[config.mk]
export PLATFORM = sky130hd
export DESIGN_NAME = balu_unit
export DESIGN_NICKNAME = d
export VERILOG_FILES = /design/src/hw/balu_pkg.sv /design/src/hw/balu_unit.sv
export SDC_FILE = /design/constraint.sdc
export NUM_CORES = 1
export LEC_CHECK = 0
export BUFFER_PORTS_ARGS = -buffer_cell sky130_fd_sc_hd__buf_4
export CORE_UTILIZATION = 55
export DETAILED_ROUTE_END_ITERATION = 8
export PLACE_DENSITY = 0.75
export SYNTH_ARGS = -nofsm -noshare
export SYNTH_HDL_FRONTEND = slang
export SYNTH_SLANG_ARGS = --single-unit
[constraint.sdc]
create_clock -name clock -period 13.5 [get_ports clock]
set_input_delay 0.675 -clock clock [delete_from_list [all_inputs] [get_ports clock]]
set_output_delay 0.675 -clock clock [all_outputs]
set_load 0.01 [all_outputs]
[src/hw/balu_pkg.sv]
package balu_pkg;
   // operation codes presented by the decode stage
   typedef enum logic [4:0] {
      BALU_OP_NONE = 5'h00,
      BALU_OP_ADD = 5'h01,
      BALU_OP_ADD_CARRY = 5'h02,
      BALU_OP_SUB_BORROW = 5'h03,
      BALU_OP_INC = 5'h04,
      BALU_OP_DECREMENT = 5'h05,
      BALU_OP_INC_POINTER = 5'h06,
      BALU_OP_MULTIPLY = 5'h07,
      BALU_OP_DIV = 5'h08,
      BALU_OP_DA = 5'h09,
      BALU_OP_AND = 5'h0a,
      BALU_OP_OR = 5'h0b,
      BALU_OP_XOR = 5'h0c,
      BALU_OP_CLEAR = 5'h0d,
      BALU_OP_COMPLEMENT = 5'h0e,
      BALU_OP_ROT_LEFT = 5'h0f,
      BALU_OP_ROT_LEFT_CARRY = 5'h10,
      BALU_OP_ROT_RIGHT = 5'h11,
      BALU_OP_ROT_RIGHT_CARRY = 5'h12,
      BALU_OP_SWAP = 5'h13
   } balu_op_e;
   // operand source / destination forms
   typedef enum logic [2:0] {
      BALU_SRC_ACC = 3'h0,
      BALU_SRC_REG = 3'h1,
      BALU_SRC_DIR = 3'h2,
      BALU_SRC_IND = 3'h3,
      BALU_SRC_IMM = 3'h4
   } balu_src_e;
   typedef enum logic [1:0] {
      BALU_ST_IDLE = 2'b00,
      BALU_ST_BUSY = 2'b01,
      BALU_ST_DONE = 2'b11
   } balu_state_e;
   localparam logic [1:0] BALU_LEN_1 = 2'h1;
   localparam logic [1:0] BALU_LEN_2 = 2'h2;
   localparam logic [1:0] BALU_LEN_3 = 2'h3;
   localparam logic [2:0] BALU_CYC_1 = 3'h1;
   localparam logic [2:0] BALU_CYC_2 = 3'h2;
   localparam logic [2:0] BALU_CYC_3 = 3'h3;
   localparam logic [2:0] BALU_CYC_6 = 3'h6;
   localparam logic [7:0] BALU_ACC_RST = 8'h00;
   localparam logic [7:0] BALU_B_RST = 8'h00;
   localparam logic [15:0] BALU_PTR16_RST = 16'h0000;
   localparam int BALU_NIB = 4;
   localparam logic [3:0] BALU_BCD_NINE = 4'h9;
   localparam logic [7:0] BALU_ADJ_LO = 8'h06;
   localparam logic [7:0] BALU_ADJ_HI = 8'h60;
endpackage

[src/hw/balu_unit.sv]
`timescale 1ns/1ps
module balu_unit
   import balu_pkg::*;
(
   input wire logic clock,
   input wire logic rst,
   input wire logic start,
   input wire balu_op_e op,
   input wire balu_src_e src,
   input wire logic dst_direct,
   input wire logic [7:0] reg_data,
   input wire logic [7:0] dir_addr,
   input wire logic [7:0] ptr_data,
   input wire logic [7:0] imm_data,
   input wire logic [7:0] mem_rdata,
   output logic busy,
   output logic done,
   output logic [1:0] instr_len,
   output logic [7:0] mem_addr,
   output logic mem_indirect,
   output logic mem_we,
   output logic [7:0] mem_wdata,
   output logic reg_we,
   output logic [7:0] reg_wdata,
   output logic [7:0] acc,
   output logic [7:0] b_reg,
   output logic [15:0] data_ptr,
   output logic cy,
   output logic ac,
   output logic ov
);
   balu_state_e state_q, state_d;
   logic [2:0] cnt_q;
   logic [2:0] cyc_need;
   logic [1:0] len_need;
   logic [7:0] acc_q, b_q, opnd, res;
   logic [15:0] data_ptr_q;
   logic [7:0] mem_addr_q;
   logic ind_q;
   logic cy_q, ac_q, ov_q;
   logic res_cy, res_ac, res_ov;
   logic [7:0] mem_wdata_q, reg_wdata_q;
   logic mem_we_q, reg_we_q, done_q;
   logic [1:0] len_q;
   balu_op_e op_q;
   balu_src_e src_q;
   logic dst_q;
   logic [7:0] imm_q, reg_q;

   function automatic logic [2:0] cyc_of(balu_op_e o, balu_src_e s, logic d);
      logic [2:0] c;
      c = BALU_CYC_1;
      case (o)
         BALU_OP_ADD, BALU_OP_ADD_CARRY, BALU_OP_SUB_BORROW, BALU_OP_AND, BALU_OP_OR,
         BALU_OP_XOR: begin
            if (d) begin
               c = BALU_CYC_3;
            end else if (s == BALU_SRC_REG) begin
               c = BALU_CYC_1;
            end else begin
               c = BALU_CYC_2;
            end
         end
         BALU_OP_INC, BALU_OP_DECREMENT: begin
            case (s)
               BALU_SRC_ACC: c = BALU_CYC_1;
               BALU_SRC_REG: c = BALU_CYC_2;
               default: c = BALU_CYC_3;
            endcase
         end
         BALU_OP_MULTIPLY: c = BALU_CYC_2;
         BALU_OP_DA: c = BALU_CYC_3;
         BALU_OP_DIV: c = BALU_CYC_6;
         default: c = BALU_CYC_1;
      endcase
      return c;
   endfunction

   function automatic logic [1:0] len_of(balu_op_e o, balu_src_e s, logic d);
      logic [1:0] l;
      l = BALU_LEN_1;
      if (d) begin
         l = (s == BALU_SRC_IMM) ? BALU_LEN_3 : BALU_LEN_2;
      end else if (o inside {BALU_OP_ADD, BALU_OP_ADD_CARRY, BALU_OP_SUB_BORROW, BALU_OP_AND,
                             BALU_OP_OR, BALU_OP_XOR, BALU_OP_INC, BALU_OP_DECREMENT}) begin
         l = (s == BALU_SRC_DIR || s == BALU_SRC_IMM) ? BALU_LEN_2 : BALU_LEN_1;
      end
      return l;
   endfunction

   assign cyc_need = cyc_of(op, src, dst_direct);
   assign len_need = len_of(op, src, dst_direct);
   wire last_cyc = (cnt_q == BALU_CYC_1);
   wire fire_one = start && (state_q == BALU_ST_IDLE) && (cyc_need == BALU_CYC_1);
   wire take = start && (state_q == BALU_ST_IDLE);
   wire finish = fire_one || (state_q == BALU_ST_BUSY && last_cyc);
   wire balu_op_e eop = (state_q == BALU_ST_IDLE) ? op : op_q;
   wire balu_src_e esrc = (state_q == BALU_ST_IDLE) ? src : src_q;
   wire edst = (state_q == BALU_ST_IDLE) ? dst_direct : dst_q;
   wire [7:0] eimm = (state_q == BALU_ST_IDLE) ? imm_data : imm_q;
   wire [7:0] ereg = (state_q == BALU_ST_IDLE) ? reg_data : reg_q;

   // operand select across addressing forms
   always_comb begin
      case (esrc)
         BALU_SRC_REG: opnd = ereg;
         BALU_SRC_IMM: opnd = eimm;
         BALU_SRC_ACC: opnd = acc_q;
         default: opnd = mem_rdata;
      endcase
   end

   // arithmetic and logic results
   wire [7:0] lhs = edst ? mem_rdata : acc_q;
   wire [7:0] rhs = edst ? ((esrc == BALU_SRC_IMM) ? eimm : acc_q) : opnd;
   wire cin = (eop == BALU_OP_ADD) ? 1'b0 : cy_q;
   wire [8:0] add_s = {1'b0, acc_q} + {1'b0, opnd} + {8'h00, cin};
   wire [4:0] add_n = {1'b0, acc_q[3:0]} + {1'b0, opnd[3:0]} + {4'h0, cin};
   wire [8:0] sub_s = {1'b0, acc_q} - {1'b0, opnd} - {8'h00, cy_q};
   wire [4:0] sub_n = {1'b0, acc_q[3:0]} - {1'b0, opnd[3:0]} - {4'h0, cy_q};
   wire [7:0] incdec_src = (esrc == BALU_SRC_ACC) ? acc_q : opnd;
   wire [15:0] prod = acc_q * b_q;
   wire div_zero = (b_q == 8'h00);
   wire [7:0] quot = div_zero ? 8'hff : acc_q / b_q;
   wire [7:0] remd = div_zero ? acc_q : acc_q % b_q;
   wire lo_fix = (acc_q[3:0] > BALU_BCD_NINE) || ac_q;
   wire [8:0] da1 = {1'b0, acc_q} + (lo_fix ? {1'b0, BALU_ADJ_LO} : 9'h000);
   wire hi_fix = (da1[7:BALU_NIB] > BALU_BCD_NINE) || cy_q || da1[8];
   wire [8:0] da2 = da1 + (hi_fix ? {1'b0, BALU_ADJ_HI} : 9'h000);
   wire [7:0] and_v, or_v, xor_v;

   genvar gi;
   generate
      for (gi = 0; gi < 8; gi++) begin : g_bit
         assign and_v[gi] = lhs[gi] & rhs[gi];
         assign or_v[gi] = lhs[gi] | rhs[gi];
         assign xor_v[gi] = lhs[gi] ^ rhs[gi];
      end
   endgenerate

   always_comb begin
      res = acc_q;
      res_cy = cy_q;
      res_ac = ac_q;
      res_ov = ov_q;
      case (eop)
         BALU_OP_ADD, BALU_OP_ADD_CARRY: begin
            res = add_s[7:0];
            res_cy = add_s[8];
            res_ac = add_n[4];
            res_ov = (acc_q[7] == opnd[7]) && (add_s[7] != acc_q[7]);
         end
         BALU_OP_SUB_BORROW: begin
            res = sub_s[7:0];
            res_cy = sub_s[8];
            res_ac = sub_n[4];
            res_ov = (acc_q[7] != opnd[7]) && (sub_s[7] != acc_q[7]);
         end
         BALU_OP_INC: res = incdec_src + 8'h01;
         BALU_OP_DECREMENT: res = incdec_src - 8'h01;
         BALU_OP_MULTIPLY: begin
            res = prod[7:0];
            res_cy = 1'b0;
            res_ov = (prod[15:8] != 8'h00);
         end
         BALU_OP_DIV: begin
            res = quot;
            res_cy = 1'b0;
            res_ov = div_zero;
         end
         BALU_OP_DA: begin
            res = da2[7:0];
            res_cy = hi_fix;
         end
         BALU_OP_AND: res = and_v;
         BALU_OP_OR: res = or_v;
         BALU_OP_XOR: res = xor_v;
         BALU_OP_CLEAR: res = 8'h00;
         BALU_OP_COMPLEMENT: res = ~acc_q;
         BALU_OP_ROT_LEFT: res = {acc_q[6:0], acc_q[7]};
         BALU_OP_ROT_RIGHT: res = {acc_q[0], acc_q[7:1]};
         BALU_OP_ROT_LEFT_CARRY: begin
            res = {acc_q[6:0], cy_q};
            res_cy = acc_q[7];
         end
         BALU_OP_ROT_RIGHT_CARRY: begin
            res = {cy_q, acc_q[7:1]};
            res_cy = acc_q[0];
         end
         BALU_OP_SWAP: res = {acc_q[3:0], acc_q[7:4]};
         default: res = acc_q;
      endcase
   end

   wire to_mem = edst || ((eop == BALU_OP_INC || eop == BALU_OP_DECREMENT) &&
                 (esrc == BALU_SRC_DIR || esrc == BALU_SRC_IND));
   wire to_reg = (eop == BALU_OP_INC || eop == BALU_OP_DECREMENT) && (esrc == BALU_SRC_REG);
   wire to_acc = !to_mem && !to_reg && (eop != BALU_OP_INC_POINTER) &&
                 (eop != BALU_OP_NONE);

   always_comb begin
      state_d = state_q;
      case (state_q)
         BALU_ST_IDLE: if (take && !fire_one) state_d = BALU_ST_BUSY;
         BALU_ST_BUSY: if (last_cyc) state_d = BALU_ST_DONE;
         BALU_ST_DONE: state_d = BALU_ST_IDLE;
         default: state_d = BALU_ST_IDLE;
      endcase
   end

   always_ff @(posedge clock) begin
      if (rst) begin
         state_q <= BALU_ST_IDLE;
         cnt_q <= 3'h0;
      end else begin
         state_q <= (state_d == BALU_ST_DONE) ? BALU_ST_IDLE : state_d;
         if (take) cnt_q <= cyc_need - BALU_CYC_1;
         else if (state_q == BALU_ST_BUSY) cnt_q <= cnt_q - 3'h1;
      end
   end

   always_ff @(posedge clock) begin
      if (take) begin
         op_q <= op;
         src_q <= src;
         dst_q <= dst_direct;
         imm_q <= imm_data;
         reg_q <= reg_data;
         mem_addr_q <= (src == BALU_SRC_IND) ? ptr_data : dir_addr;
         ind_q <= (src == BALU_SRC_IND) && !dst_direct;
      end
   end

   always_ff @(posedge clock) begin
      if (rst) begin
         acc_q <= BALU_ACC_RST;
         b_q <= BALU_B_RST;
         data_ptr_q <= BALU_PTR16_RST;
         {cy_q, ac_q, ov_q} <= 3'b000;
         {done_q, mem_we_q, reg_we_q} <= 3'b000;
         mem_wdata_q <= 8'h00;
         reg_wdata_q <= 8'h00;
         len_q <= 2'h0;
      end else begin
         done_q <= finish;
         mem_we_q <= finish && to_mem;
         reg_we_q <= finish && to_reg;
         if (take) len_q <= len_need;
         if (finish) begin
            if (to_acc) acc_q <= res;
            if (to_mem) mem_wdata_q <= res;
            if (to_reg) reg_wdata_q <= res;
            if (eop == BALU_OP_MULTIPLY) b_q <= prod[15:8];
            if (eop == BALU_OP_DIV) b_q <= remd;
            if (eop == BALU_OP_INC_POINTER) data_ptr_q <= data_ptr_q + 16'h0001;
            {cy_q, ac_q, ov_q} <= {res_cy, res_ac, res_ov};
         end
      end
   end

   assign busy = (state_q != BALU_ST_IDLE);
   assign done = done_q;
   assign instr_len = len_q;
   // latched address holds through the write-back cycle unless a new request is taken in that cycle
   assign mem_addr = take ? ((src == BALU_SRC_IND) ? ptr_data : dir_addr) : mem_addr_q;
   assign mem_indirect = take ? (src == BALU_SRC_IND) : ind_q;
   assign mem_we = mem_we_q;
   assign mem_wdata = mem_wdata_q;
   assign reg_we = reg_we_q;
   assign reg_wdata = reg_wdata_q;
   assign acc = acc_q;
   assign b_reg = b_q;
   assign data_ptr = data_ptr_q;
   assign {cy, ac, ov} = {cy_q, ac_q, ov_q};

   logic [2:0] mon_q;
   always_ff @(posedge clock) begin
      if (rst) mon_q <= 3'h0;
      else if (take) mon_q <= 3'h1;
      else if (done_q) mon_q <= 3'h0;
      else if (mon_q != 3'h0) mon_q <= mon_q + 3'h1;
   end

   AST_DIV_SIX: assert property (@(posedge clock) disable iff (rst)
      (take && op == BALU_OP_DIV) |=> !done [*5] ##1 done)
      else $error("divide did not finish in six cycles");
   AST_MULTIPLY_TWO: assert property (@(posedge clock) disable iff (rst)
      (take && op == BALU_OP_MULTIPLY) |=> !done ##1 done)
      else $error("multiply did not finish in two cycles");
   AST_DA_THREE: assert property (@(posedge clock) disable iff (rst)
      (take && op == BALU_OP_DA) |=> !done [*2] ##1 done)
      else $error("decimal adjust did not take three cycles");
   AST_REG_ADD_ONE: assert property (@(posedge clock) disable iff (rst)
      (take && op == BALU_OP_ADD && src == BALU_SRC_REG && !dst_direct) |=> done)
      else $error("register add not one cycle");
   AST_INC_MEM_THREE: assert property (@(posedge clock) disable iff (rst)
      (take && op == BALU_OP_INC && src == BALU_SRC_DIR) |-> ##3 (done && mem_we))
      else $error("direct increment write not after three cycles");
   AST_LOGIC_DIR: assert property (@(posedge clock) disable iff (rst)
      (take && op == BALU_OP_XOR && dst_direct && src == BALU_SRC_IMM)
      |-> ##1 (instr_len == BALU_LEN_3) ##2 mem_we)
      else $error("xor into direct byte has wrong length or timing");
   AST_COMPLEMENT: assert property (@(posedge clock) disable iff (rst)
      (take && op == BALU_OP_COMPLEMENT) |=> (acc == ~$past(acc)))
      else $error("complement result wrong");
   AST_ROT_CARRY: assert property (@(posedge clock) disable iff (rst)
      (take && op == BALU_OP_ROT_LEFT_CARRY) |=> (cy == $past(acc[7]) && acc[0] == $past(cy)))
      else $error("rotate through carry wrong");
   AST_AND_IMM: assert property (@(posedge clock) disable iff (rst)
      (take && op == BALU_OP_AND && src == BALU_SRC_IMM && !dst_direct)
      |-> ##2 (done && acc == ($past(acc, 2) & $past(imm_data, 2))))
      else $error("immediate and not done in two cycles");
   AST_NO_HANG: assert property (@(posedge clock) disable iff (rst)
      mon_q != 3'h7)
      else $error("operation exceeded six cycles");
endmodule

[After elaboration in Yosys (flattened, before gate mapping)]
Index checks and enable logic that the tools add are counted.
Storage, ports and cells
  register bits after elaboration: 95
  input bits: 52
  word-level logic and storage cells: 202
Cells by class
  $add $sub $neg: 15
  multiply operators: 1
  divide/modulo/power cells: 2
  magnitude comparators: 2
  equal/unequal tests: 47
  multiplexer cells: 37
  bitwise gates (word level): 25
  reduce and logical (&&, ||, !) cells: 52
Operator list (count)
  one-hot mux 8 bit (17 select lines): 1
  two-way mux 8 bit: 12
  equality test 5 x 4 -> 1 bit, second input constant: 13
  equality test 5 x 3 -> 1 bit, second input constant: 7
  one-hot mux 8 bit (3 select lines): 1
  equality test 5 x 2 -> 1 bit, second input constant: 4
  equality test 5 bit, second input constant: 4
  adder 16 x 1 -> 16 bit, second input constant: 1
  multiplier 8 x 8 -> 16 bit: 1
  AND reduction 2 bit: 8
  nonzero test 8 bit: 2
  one-hot mux 3 bit (5 select lines): 1
  logical AND 1 bit: 14
  two-way mux 2 bit: 7
  equality test 3 x 1 -> 1 bit, second input constant: 4
  equality test 3 x 2 -> 1 bit, second input constant: 4
  two-way mux 3 bit: 4
  equality test 5 x 1 -> 1 bit, second input constant: 2
  adder 8 x 3 -> 9 bit: 1
  adder 8 x 8 -> 9 bit: 1
  adder 9 x 1 -> 9 bit: 1
  subtractor 8 x 8 -> 9 bit: 1
  subtractor 9 x 1 -> 9 bit: 1
  adder 8 x 1 -> 8 bit, second input constant: 1
  other kinds (38): 85

[Longest topological paths before layout]
Gate-level depths: netlist (run 1).
  depth in word-level cells: 12
  depth in mapped cells: 55
  gate-level depth less buffers: 53

[Worst setup path before layout (run 1)]
OpenSTA, ideal clock, no wires.
  path kind: reg2reg
  from: reg b_q[4] (netlist: b_reg[4])
  to: reg acc_q[0] (netlist: acc[0])
  setup time: 136 ps
  arrival time: 11006 ps
  data required time: 13364 ps
  slack: 2357 ps
  stages on the path, launching flop included: 50
  buffers on the path: 2
  period minus slack after synthesis: 11143 ps
  cells stage by stage: dfxtp_1 nor4_1 buf_2 nand2_1 nor2_1 a21oi_1 a21oi_1 ha_1 nor4b_1 o211ai_1 o221a_2 ha_1 nor2_1 o31ai_1 a211oi_1 or2_2 ha_1 o211ai_1 [14 not listed] o21ai_1 mux2_2 inv_1 ha_1 o21a_1 o21ai_0 a21oi_1 a31oi_1 clkbuf_1 mux2i_1 ha_1 a211oi_1 o21ai_0 a211o_1 a21oi_1 nand2_1 a2111oi_2 a211oi_1
On the way
  word-level cells in the longest chain between the ends: 3
  elaborated cells on any way between the ends: 4
  classes of those cells: 1 x div; 2 x mux; 1 x reduce/logical
Ends and longest elaborated chain
  start, declared: line balu_unit.sv:36  | logic [7:0] acc_q, b_q, opnd, res;
  start signal, assigned: line balu_unit.sv:253  | if (eop == BALU_OP_MULTIPLY) b_q <= prod[15:8];
  start signal, assigned: line balu_unit.sv:254  | if (eop == BALU_OP_DIV) b_q <= remd;
  divider 8 x 8 -> 8 bit or logical NOT 8 bit (tied branches): line balu_unit.sv:124, balu_unit.sv:123
  two-way mux 8 bit *: line balu_unit.sv:124  | wire [7:0] quot = div_zero ? 8'hff : acc_q / b_q;
  one-hot mux 8 bit (17 select lines) *: line balu_unit.sv:146  | case (eop)
  end signal, assigned: line balu_unit.sv:250  | if (to_acc) acc_q <= res;
  end, declared: line balu_unit.sv:36
Mark *: on every way between the ends. The rest lies on a longest branch, timed or not.
A chain may end at the register's enable or synchronous reset.

[Worst setup path after layout (run 1)]
  from: reg b_q[0] (netlist: b_reg[0])
  to: reg reg_wdata_q[0] (netlist: reg_wdata[0])
On the way
  word-level cells in the longest chain between the ends: 3
  elaborated cells on any way between the ends: 5
  classes of those cells: 1 x mul; 1 x div; 2 x mux; 1 x reduce/logical
Ends and longest elaborated chain
  divider 8 x 8 -> 8 bit or logical NOT 8 bit (tied branches): line balu_unit.sv:124, balu_unit.sv:123
  two-way mux 8 bit: line balu_unit.sv:124
  one-hot mux 8 bit (17 select lines) *: line balu_unit.sv:146
  end signal, assigned: line balu_unit.sv:252  | if (to_reg) reg_wdata_q <= res;
  end, declared: line balu_unit.sv:42  | logic [7:0] mem_wdata_q, reg_wdata_q;
Marked as above.

==> results of run 1 <==
==> power breakdown <==
part	leakage (nW)	total [mW]	internal (mW)	switching [mW]
registers	0.806	0.312	0.304	0.00739
logic	4.72	1.16	0.468	0.697
clock network	0.160	0.277	0.162	0.115
total	5.68	1.75	0.935	0.819
==> layout make-up <==
cell class              instances  share of cell area
well taps                     270              0.0263
repair buffers                135              0.0788
flip-flops and latches         95               0.168
clock inverters                 4             0.00457
clock buffers                  12              0.0208
multi-input cells            1163               0.665
inverters                     125              0.0367
==> kinds of logic (layout without fill, tap and decap cells) <==
group | Yosys count | in the layout
compound gates | 388 | 388
other cells | 1 | 1
xor+xnor | 64 | 64
fa+ha+maj | 172 | 172
mux | 43 | 43
flops | 95 | 95
buf+inv | 189 | 276
simple gates | 495 | 495
==> routing by layer <==
metal,up-vias,wire [µm],global-route usage
li1,5358,-,-
met1,5185,14400,0.413
met2,517,16100,0.532
met3,102,2980,0.0669
met4,2,1600,0.170
met5,-,9,0
==> per-stage QoR <==
step                      power, mW  worst slack [ns]  utilization  cell area (µm²)
after floorplan                1.20              2.36            -            11500
after global placement         1.44              1.77        0.615            12500
after detailed placement       1.45              1.18        0.615            12500
after CTS                      1.74              1.14        0.631            12900
after global routing           1.89            0.0923        0.631            12900
final                          1.75              1.27        0.631            12900
==> worst max path at each step <==
stage | slack (ns) | from | to | cells after the start
finish | 1.27 | b_reg[0] | reg_wdata[0] | 48
global route | 0.09 | b_reg[5] | reg_wdata[0] | 51
CTS | 1.14 | b_reg[0] | reg_wdata[0] | 49
floorplan | 2.36 | b_reg[4] | acc[0] | 49
detailed placement | 1.18 | b_reg[0] | reg_wdata[0] | 49
global placement | 1.77 | b_reg[4] | reg_wdata[0] | 50
==> cell usage in the layout, fill, tap and decap left out, types with 17 or more instances in the layout <==
| cell type | count |
|---|---|
| mux2i_1 | 26 |
| nand2b_1 | 17 |
| buf_4 | 135 |
| nand3_1 | 34 |
| a21oi_1 | 95 |
| xor2_1 | 21 |
| xnor2_1 | 43 |
| or3_1 | 17 |
| fa_1 | 44 |
| dfxtp_1 | 69 |
| inv_1 | 110 |
| o21a_1 | 30 |
| nand2_1 | 112 |
| a211oi_1 | 27 |
| o22ai_1 | 17 |
| nor3_1 | 33 |
| ha_1 | 128 |
| edfxtp_1 | 26 |
| nor2_1 | 194 |
| o21ai_0 | 59 |
==> worst reg2reg max path, delay by kind of cell (launching register included) <==
kind                     cells  cell delay [ns]
multiplexers                 2             0.58
AO/OA/AOI/OAI               27             6.68
flip-flops                   1             0.58
adder cells (fa/ha/maj)      8             2.51
buffers and inverters        6             0.86
AND/OR/NAND/NOR              5             0.86
==> impl_metrics.tcl, run 1 <==
set metrics [dict create \
    antenna_left 0 \
    seq_area_frac_synth 0.189 \
    path_buf_inv 6 \
    yosys-mux-area-fraction 0.0396 \
    r2r_cells 48 \
    grt_antenna_before_repair 1 \
    synth-adder-area-share 0.217 \
    synth_top_family_by_area "compound AO/OA/AOI/OAI gates" \
    final-setup-viol-count 0 \
    rsz0062_at_grt "false" \
    maxCapViolations 0 \
    cts_buffer_depth 2 \
    r2r_start "b_reg[0]" \
    status "finished, final reports clean" \
    synthTopCellsByCount "194 x nor2_1, 128 x ha_1, 112 x nand2_1" \
    synth_top_area_cell "ha_1" \
    cts.reportedPaths.clkPinSlew_ns 0.07 \
    tns_ns 0 \
    worst_setup_path_start_kind "flip-flop" \
    ys_async_sr_fraction 0 \
    n_fill_cell 1882 \
    grt_use_total 0.328 \
    peakVddDrop_mv 0.214 \
    yosys.area_share.simple 0.206 \
    regToRegSetupSlack_ns 1.27 \
    crit_type "reg -> reg" \
    fp-row-count 52 \
    stdcell_count 1804 \
    hold_path_depth 2 \
    cts.sinks 95 \
    dp.cells 1788 \
    synth_edf_count 26 \
    synth_cells 1447 \
    hp-class "reg -> reg" \
    cpPeakStageDelay_ns 0.58 \
    avgViaCountPerCell 6.19 \
    max_freq_mhz 81.8 \
    p_leak_nw 5.68 \
    synth_top_area_frac 0.140 \
    critical_path_peak_fanout 15 \
    synth_nets 1671 \
    yosys_most_used_dff "dfxtp_1" \
    min_from "reg_wdata[3]" \
    post_cts_buffers 0 \
    insertion_delay_ns 0.35 \
    via_count 11200 \
    cp.arrival_ns 12.43 \
    final_max_slew_viol_count 0 \
    maxSlewHeadroom 0.224 \
    wirelength_um 35100 \
    cts_tree "built" \
    holdPathEnd "reg_wdata[3]" \
    synth_seq_cells 95 \
    cp_top_family "compound AO/OA/AOI/OAI gates" \
    ff_latch_area_um2 2160 \
    final.min_clock_period_ns 12.23 \
    netlist_area_um2 11500 \
    cts_resized 0 \
    grt_pass1_vias 10700 \
    largest_reg_flops 16 \
    grt_pass1_wl_um 56000 \
    syn_to_final_growth_pct 12.2 \
    synth_compound_area_frac 0.234 \
    skew_ns 0.00658 \
    die_x_um 146 \
    drt-wirelength-per-cell_um 19.5 \
    htreeDepth 3 \
    synth_area_leaders "ha_1 14%, dfxtp_1 12%, fa_1 7.7%" \
    place.gp.congestion 1.02 \
    worst_hold_slack_ns 0.477 \
    multiInputGateArea_um2 8550 \
    synth_cell_type_count 96 \
    nets 1753 \
    pin_count 118 \
    cts_hold_buffers 0 \
    crit_path_top_delay_cell "dfxtp_1" \
    first_pass_iters 6 \
    crit_path_end_kind "flip-flop" \
    cts_root_buffer "clkbuf_16" \
    r2r-end "reg_wdata[0]" \
    drt_iter0_drc 1049 \
    die_y_um 146 \
    numCtsBuffers 9 \
    synth-xor-area-share 0.0489 \
    dp_hpwl_um 27100 \
    tightest_slew_ns 1.15 \
    io_buffers 117 \
    final_hold_viol_count 0 \
    core_um2 20400 \
    grt_start_max_net_pins 57 \
    drc_errors 0 \
    layout-drive-gt1-share 0.135 \
    die-area_um2 21400 \
    yosysMostFrequentCell "nor2_1" \
    gr-total-overflow 0 \
    start_util 0.563 \
    power.density_nw_per_um2 136 \
    syn_area_per_cell_um2 7.92 \
    timing.final.crit_share 0.906 \
    yosys_warnings 0 \
    required_ns 13.70 \
    diodes 0 \
]
(Power assumes the default switching activity.)
==> inputs of run 2 (changes only) <==
Settings changed: ABC_AREA set to 1, SKIP_LAST_GASP set to 1.
==> run 2 against run 1 <==
Net effect:
- clock skew rose by 0.0076 ns
- synthesized area rose by 3.8%
- non-clock buffer count fell by 7
- worst setup slack improved by 1.3 ns
- critical endpoint is now mem_wdata[0]
- global-route usage fell by 0.41 points
- sequential cell count did not move
- cell area rose by 3.2%
- largest cell class unchanged
- final cell count rose by 20%
- first-iteration DRC count fell by 5.5%
- count of clock-buffer cells in the layout did not move
==> impl_metrics.tcl, run 2 <==
set metrics [dict create \
    status "finished, final reports clean" \
    r2r_start "b_reg[0]" \
    synth_cells 1786 \
    htreeDepth 3 \
    postLayoutSetupSlackWorst_ns 2.62 \
    antenna_left 0 \
    numCtsBuffers 9 \
    critical_path_peak_fanout 13 \
    synthTopCellsByCount "418 x nand2_1, 302 x inv_1, 135 x o21ai_0" \
    regToRegSetupSlack_ns 2.62 \
    synth_cell_type_count 65 \
    drc_errors 0 \
    synth_top_area_frac 0.135 \
    gr-total-overflow 0 \
    fp-row-count 53 \
    insertion_delay_ns 0.35 \
    met1_usage 0.450 \
    core_um2 21100 \
    rsz0062_at_grt "false" \
    die_x_um 149 \
    dp_hpwl_um 27600 \
    avgViaCountPerCell 5.58 \
    syn_area_per_cell_um2 6.66 \
    cts_tree "built" \
    maxCapViolations 0 \
    largest_reg_flops 16 \
    syn_to_final_growth_pct 11.6 \
    cpMostUsedCell "nand2_1" \
    cts_resized 0 \
    crit_type "reg -> reg" \
    holdPathEnd "mem_addr_q[3]" \
    cts_buffer_depth 2 \
    final_max_slew_viol_count 0 \
    post_cts_buffers 0 \
    first_pass_iters 5 \
    via_count 12000 \
    cts_root_buffer "clkbuf_16" \
    final_hold_viol_count 0 \
    crit_path_end_kind "flip-flop" \
    synth_seq_cells 95 \
    synth_top_area_cell "ha_1" \
    die-area_um2 22200 \
    skew_ns 0.0142 \
    final-setup-viol-count 0 \
    hp-class "reg -> reg" \
    yosys_most_used_dff "dfxtp_1" \
    cts.sinks 95 \
    crit_path_top_delay_cell "dfxtp_1" \
    min_from "mem_addr_q[3]" \
    nets 2101 \
    wirelength_um 35400 \
    startpoint "b_reg[0]" \
    pin_count 118 \
    worst_setup_path_start_kind "flip-flop" \
    grt.busiest_layer "met2" \
    grt_pass1_vias 11200 \
    gr-usage-met2 0.507 \
    synth_nets 2010 \
    die_y_um 149 \
    cts.reportedPaths.clkPinSlew_ns 0.07 \
    required_ns 13.73 \
    hold_path_depth 2 \
    maxSlewHeadroom 0.313 \
    yosysMostFrequentCell "nand2_1" \
    grt_antenna_before_repair 0 \
    io_buffers 117 \
    grtUsageMet3 0.0547 \
    timing.final.crit_share 0.806 \
    final_cell_mix "418 x nand2_1, 302 x inv_1, 135 x o21ai_0, 130 x nor2_1" \
    cts_hold_buffers 0 \
    seq_area_frac_synth 0.182 \
    tns_ns 0 \
    cpPeakStageDelay_ns 0.68 \
    tightest_slew_ns 1.02 \
    netlist_area_um2 11900 \
    diodes 0 \
    cp.arrival_ns 11.11 \
    r2r-end "mem_wdata[0]" \
    drt_iter0_drc 991 \
    place.gp.congestion 0.989 \
    final_common_cell "nand2_1" \
    drt-wirelength-per-cell_um 16.4 \
    place_ws_ns 2.84 \
    max_freq_mhz 91.9 \
    grt_start_max_net_pins 39 \
    ys_async_sr_fraction 0 \
    layout-drive-gt1-share 0.128 \
    synth_edf_count 26 \
    yosys_warnings 0 \
    grt_use_total 0.324 \
    start_util 0.564 \
    synth_area_leaders "ha_1 13%, nand2_1 13%, dfxtp_1 12%" \
    grt_pass1_wl_um 56500 \
    final.min_clock_period_ns 10.88 \
    r2r_cells 59 \
]
-- run 2: cell count changes after synthesis, sizes merged, moves of 33 or more --
cell	previous run	this run
nand2	112	439
inv	113	320
o21ai	67	155
nand3	34	91
nor2	195	150
xnor2	43	10
-- run 2: critical path: cells and delay by family, from the launching register on --
family / cells / cell delay, ns
compound gates: 15 / 3.18
xor+xnor: 1 / 0.15
fa+ha+maj: 8 / 2.61
buf+inv: 9 / 0.92
flops: 1 / 0.68
simple gates: 26 / 3.20
-- run 2: how the worst max path moves through the flow --
stage	end	depth (start not counted)
floorplan	acc[0]	62
global placement	reg_wdata[0]	57
detailed placement	reg_wdata[0]	56
CTS	mem_wdata[0]	59
global route	mem_wdata[0]	60
finish	mem_wdata[0]	59
-- run 2: stage by stage --
stage | hold slack [ns] | utilization | area, µm² | instances
after floorplan | 0.488 | - | 11900 | 1786
after global placement | 0.454 | 0.615 | 13000 | 2141
after detailed placement | 0.462 | 0.615 | 13000 | 2141
after CTS | 0.486 | 0.630 | 13300 | 2157
after global routing | 0.503 | 0.630 | 13300 | 2157
final | 0.478 | 0.630 | 13300 | 2157
-- run 2: kinds of logic after synthesis --
kind of cell,share of synthesized area
AND/OR/NAND/NOR,0.289
buffers and inverters,0.124
AO/OA/AOI/OAI,0.166
adder cells (fa/ha/maj),0.209
flip-flops,0.182
XOR/XNOR,0.0302
other,0.000315
-- run 2: layout make-up --
cell class	instances	area, µm²
flip-flops and latches	95	2160
multi-input cells	1316	8260
well taps	275	344
fillers	1988	7810
repair buffers	128	961
clock buffers	12	258
inverters	327	1230
clock inverters	4	56.3
-- run 2: metal layers --
metal	wire length (µm)	vias to the layer above
met5	0	-
li1	-	5953
met4	1070	0
met1	15400	5472
met3	3510	77
met2	15400	528
Power of run 2 is left out: the tool's default activity adds up to more than one toggle a clock period on the data nets, which glitch-free logic cannot reach.
==> inputs of run 3 (changes only) <==
Settings changed: PLACE_DENSITY 0.75 to 0.78.
Clock period 13.5 ns to 9.25 ns, I/O delays scaled along.
==> run 3 against run 2 <==
Net effect:
- via count is 3.6% higher
- non-clock buffer count increased by 29
- sequential cell count stayed put
- critical path type unchanged
==> impl_metrics.tcl, run 3 (synthesis results as in run 2) <==
set metrics [dict create \
    cpMostUsedCell "nand2_1" \
    cts.reportedPaths.clkPinSlew_ns 0.08 \
    grt_start_max_net_pins 40 \
    maxCapViolations 0 \
    final-setup-viol-count 0 \
    timing.final.crit_share 0.971 \
    final_hold_viol_count 0 \
    die_y_um 149 \
    insertion_delay_ns 0.36 \
    tightest_slew_ns 1.06 \
    pin_count 118 \
    hold_path_depth 1 \
    max_freq_mhz 111 \
    cts_root_buffer "clkbuf_16" \
    worst_setup_path_start_kind "flip-flop" \
    fp-row-count 53 \
    grt_antenna_before_repair 0 \
    critical_path_peak_fanout 7 \
    final_util 0.663 \
    cp.arrival_ns 9.26 \
    final_common_cell "nand2_1" \
    final_max_slew_viol_count 0 \
    maxSlewHeadroom 0.288 \
    r2r_cells 63 \
    antenna_left 0 \
    crit_path_end_kind "flip-flop" \
    die-area_um2 22200 \
    drc_errors 0 \
    skew_ns 0.0148 \
    cpPeakStageDelay_ns 0.35 \
    final.min_clock_period_ns 8.98 \
    final_cell_mix "401 x nand2_1, 299 x inv_1, 156 x buf_4, 126 x nor2_1, 117 x o21ai_0" \
    die_x_um 149 \
    place.gp.congestion 1.01 \
    cts_buffer_depth 2 \
    cts.sinks 95 \
    diodes 0 \
    crit_path_top_delay_cell "ha_1" \
    drt-wirelength-per-cell_um 17.2 \
    gr-total-overflow 0 \
    tns_ns 0 \
    core_um2 21100 \
    rsz0062_at_grt "true" \
    first_pass_iters 8 \
    drt_iter0_drc 1174 \
    syn_to_final_growth_pct 17.5 \
    wirelength_um 37500 \
    crit_type "reg -> reg" \
    status "finished, final reports clean" \
    required_ns 9.53 \
    htreeDepth 3 \
    avgViaCountPerCell 5.70 \
    io_buffers 117 \
    grt_pass1_vias 11500 \
    cts_tree "built" \
    numCtsBuffers 9 \
    stdcell_count 2186 \
    nets 2131 \
    via_count 12500 \
    start_util 0.564 \
    hp-class "in -> reg" \
    largest_reg_flops 16 \
    dp_hpwl_um 27900 \
    layout-drive-gt1-share 0.183 \
    dp.cells 2162 \
    grt_pass1_wl_um 58000 \
    grt_use_total 0.331 \
]
run 3: final timing paths:
kind | from | slack, ns | to
max | b_reg[0] | 0.27 | b_reg[2]
min | reg_data[2] | 0.28 | reg_q[2]
max reg2reg | b_reg[0] | 0.27 | b_reg[2]
min reg2reg | instr_len[1] | 0.47 | instr_len[1]
run 3: area by class of cell:
type                       count  area, µm²
multi-input combinational   1316       8750
fill                        1850       7110
sequential                    95       2160
inverter                     327       1240
timing repair buffer         157       1180
tap                          275        344
clock buffer                  11        233
clock inverter                 4       53.8
timing repair inverter         1       7.51
run 3: critical path, delay by kind of cell (launching register included):
family | cells | cell delay [ns]
buffers and inverters | 10 | 0.79
adder cells (fa/ha/maj) | 8 | 2.32
AO/OA/AOI/OAI | 11 | 1.56
AND/OR/NAND/NOR | 33 | 3.77
XOR/XNOR | 1 | 0.13
flip-flops | 1 | 0.33
run 3: what timing repair did:
action                                 4_1_cts  5_1_grt
setup buffers                                1        7
gates cloned                                 1        0
resized for setup                           11      103
endpoints found under the hold margin        0        0
setup endpoints to repair                   11       11
pin swaps                                    1       41
hold buffers                                 0        0
run 3: metrics by stage:
stage | instance area (µm²) | worst slack [ns] | hold slack (ns)
6_report | 14000 | 0.270 | 0.281
5_1_grt | 14000 | -0.351 | 0.283
4_1_cts | 13400 | 0.0270 | 0.278
3_5_place_dp | 13100 | -0.290 | 0.458
3_3_place_gp | 13100 | 0.00961 | 0.452
2_1_floorplan | 11900 | 0.108 | 0.488
run 3: per-layer routing:
layer / vias up / GRT usage / part of all wire
li1: 6002 / - / -
met4: 0 / 0.130 / 0.044
met3: 126 / 0.0642 / 0.093
met1: 5755 / 0.443 / 0.42
met5: - / 0 / 0
met2: 576 / 0.524 / 0.44
Power of run 3 is left out for the same reason.
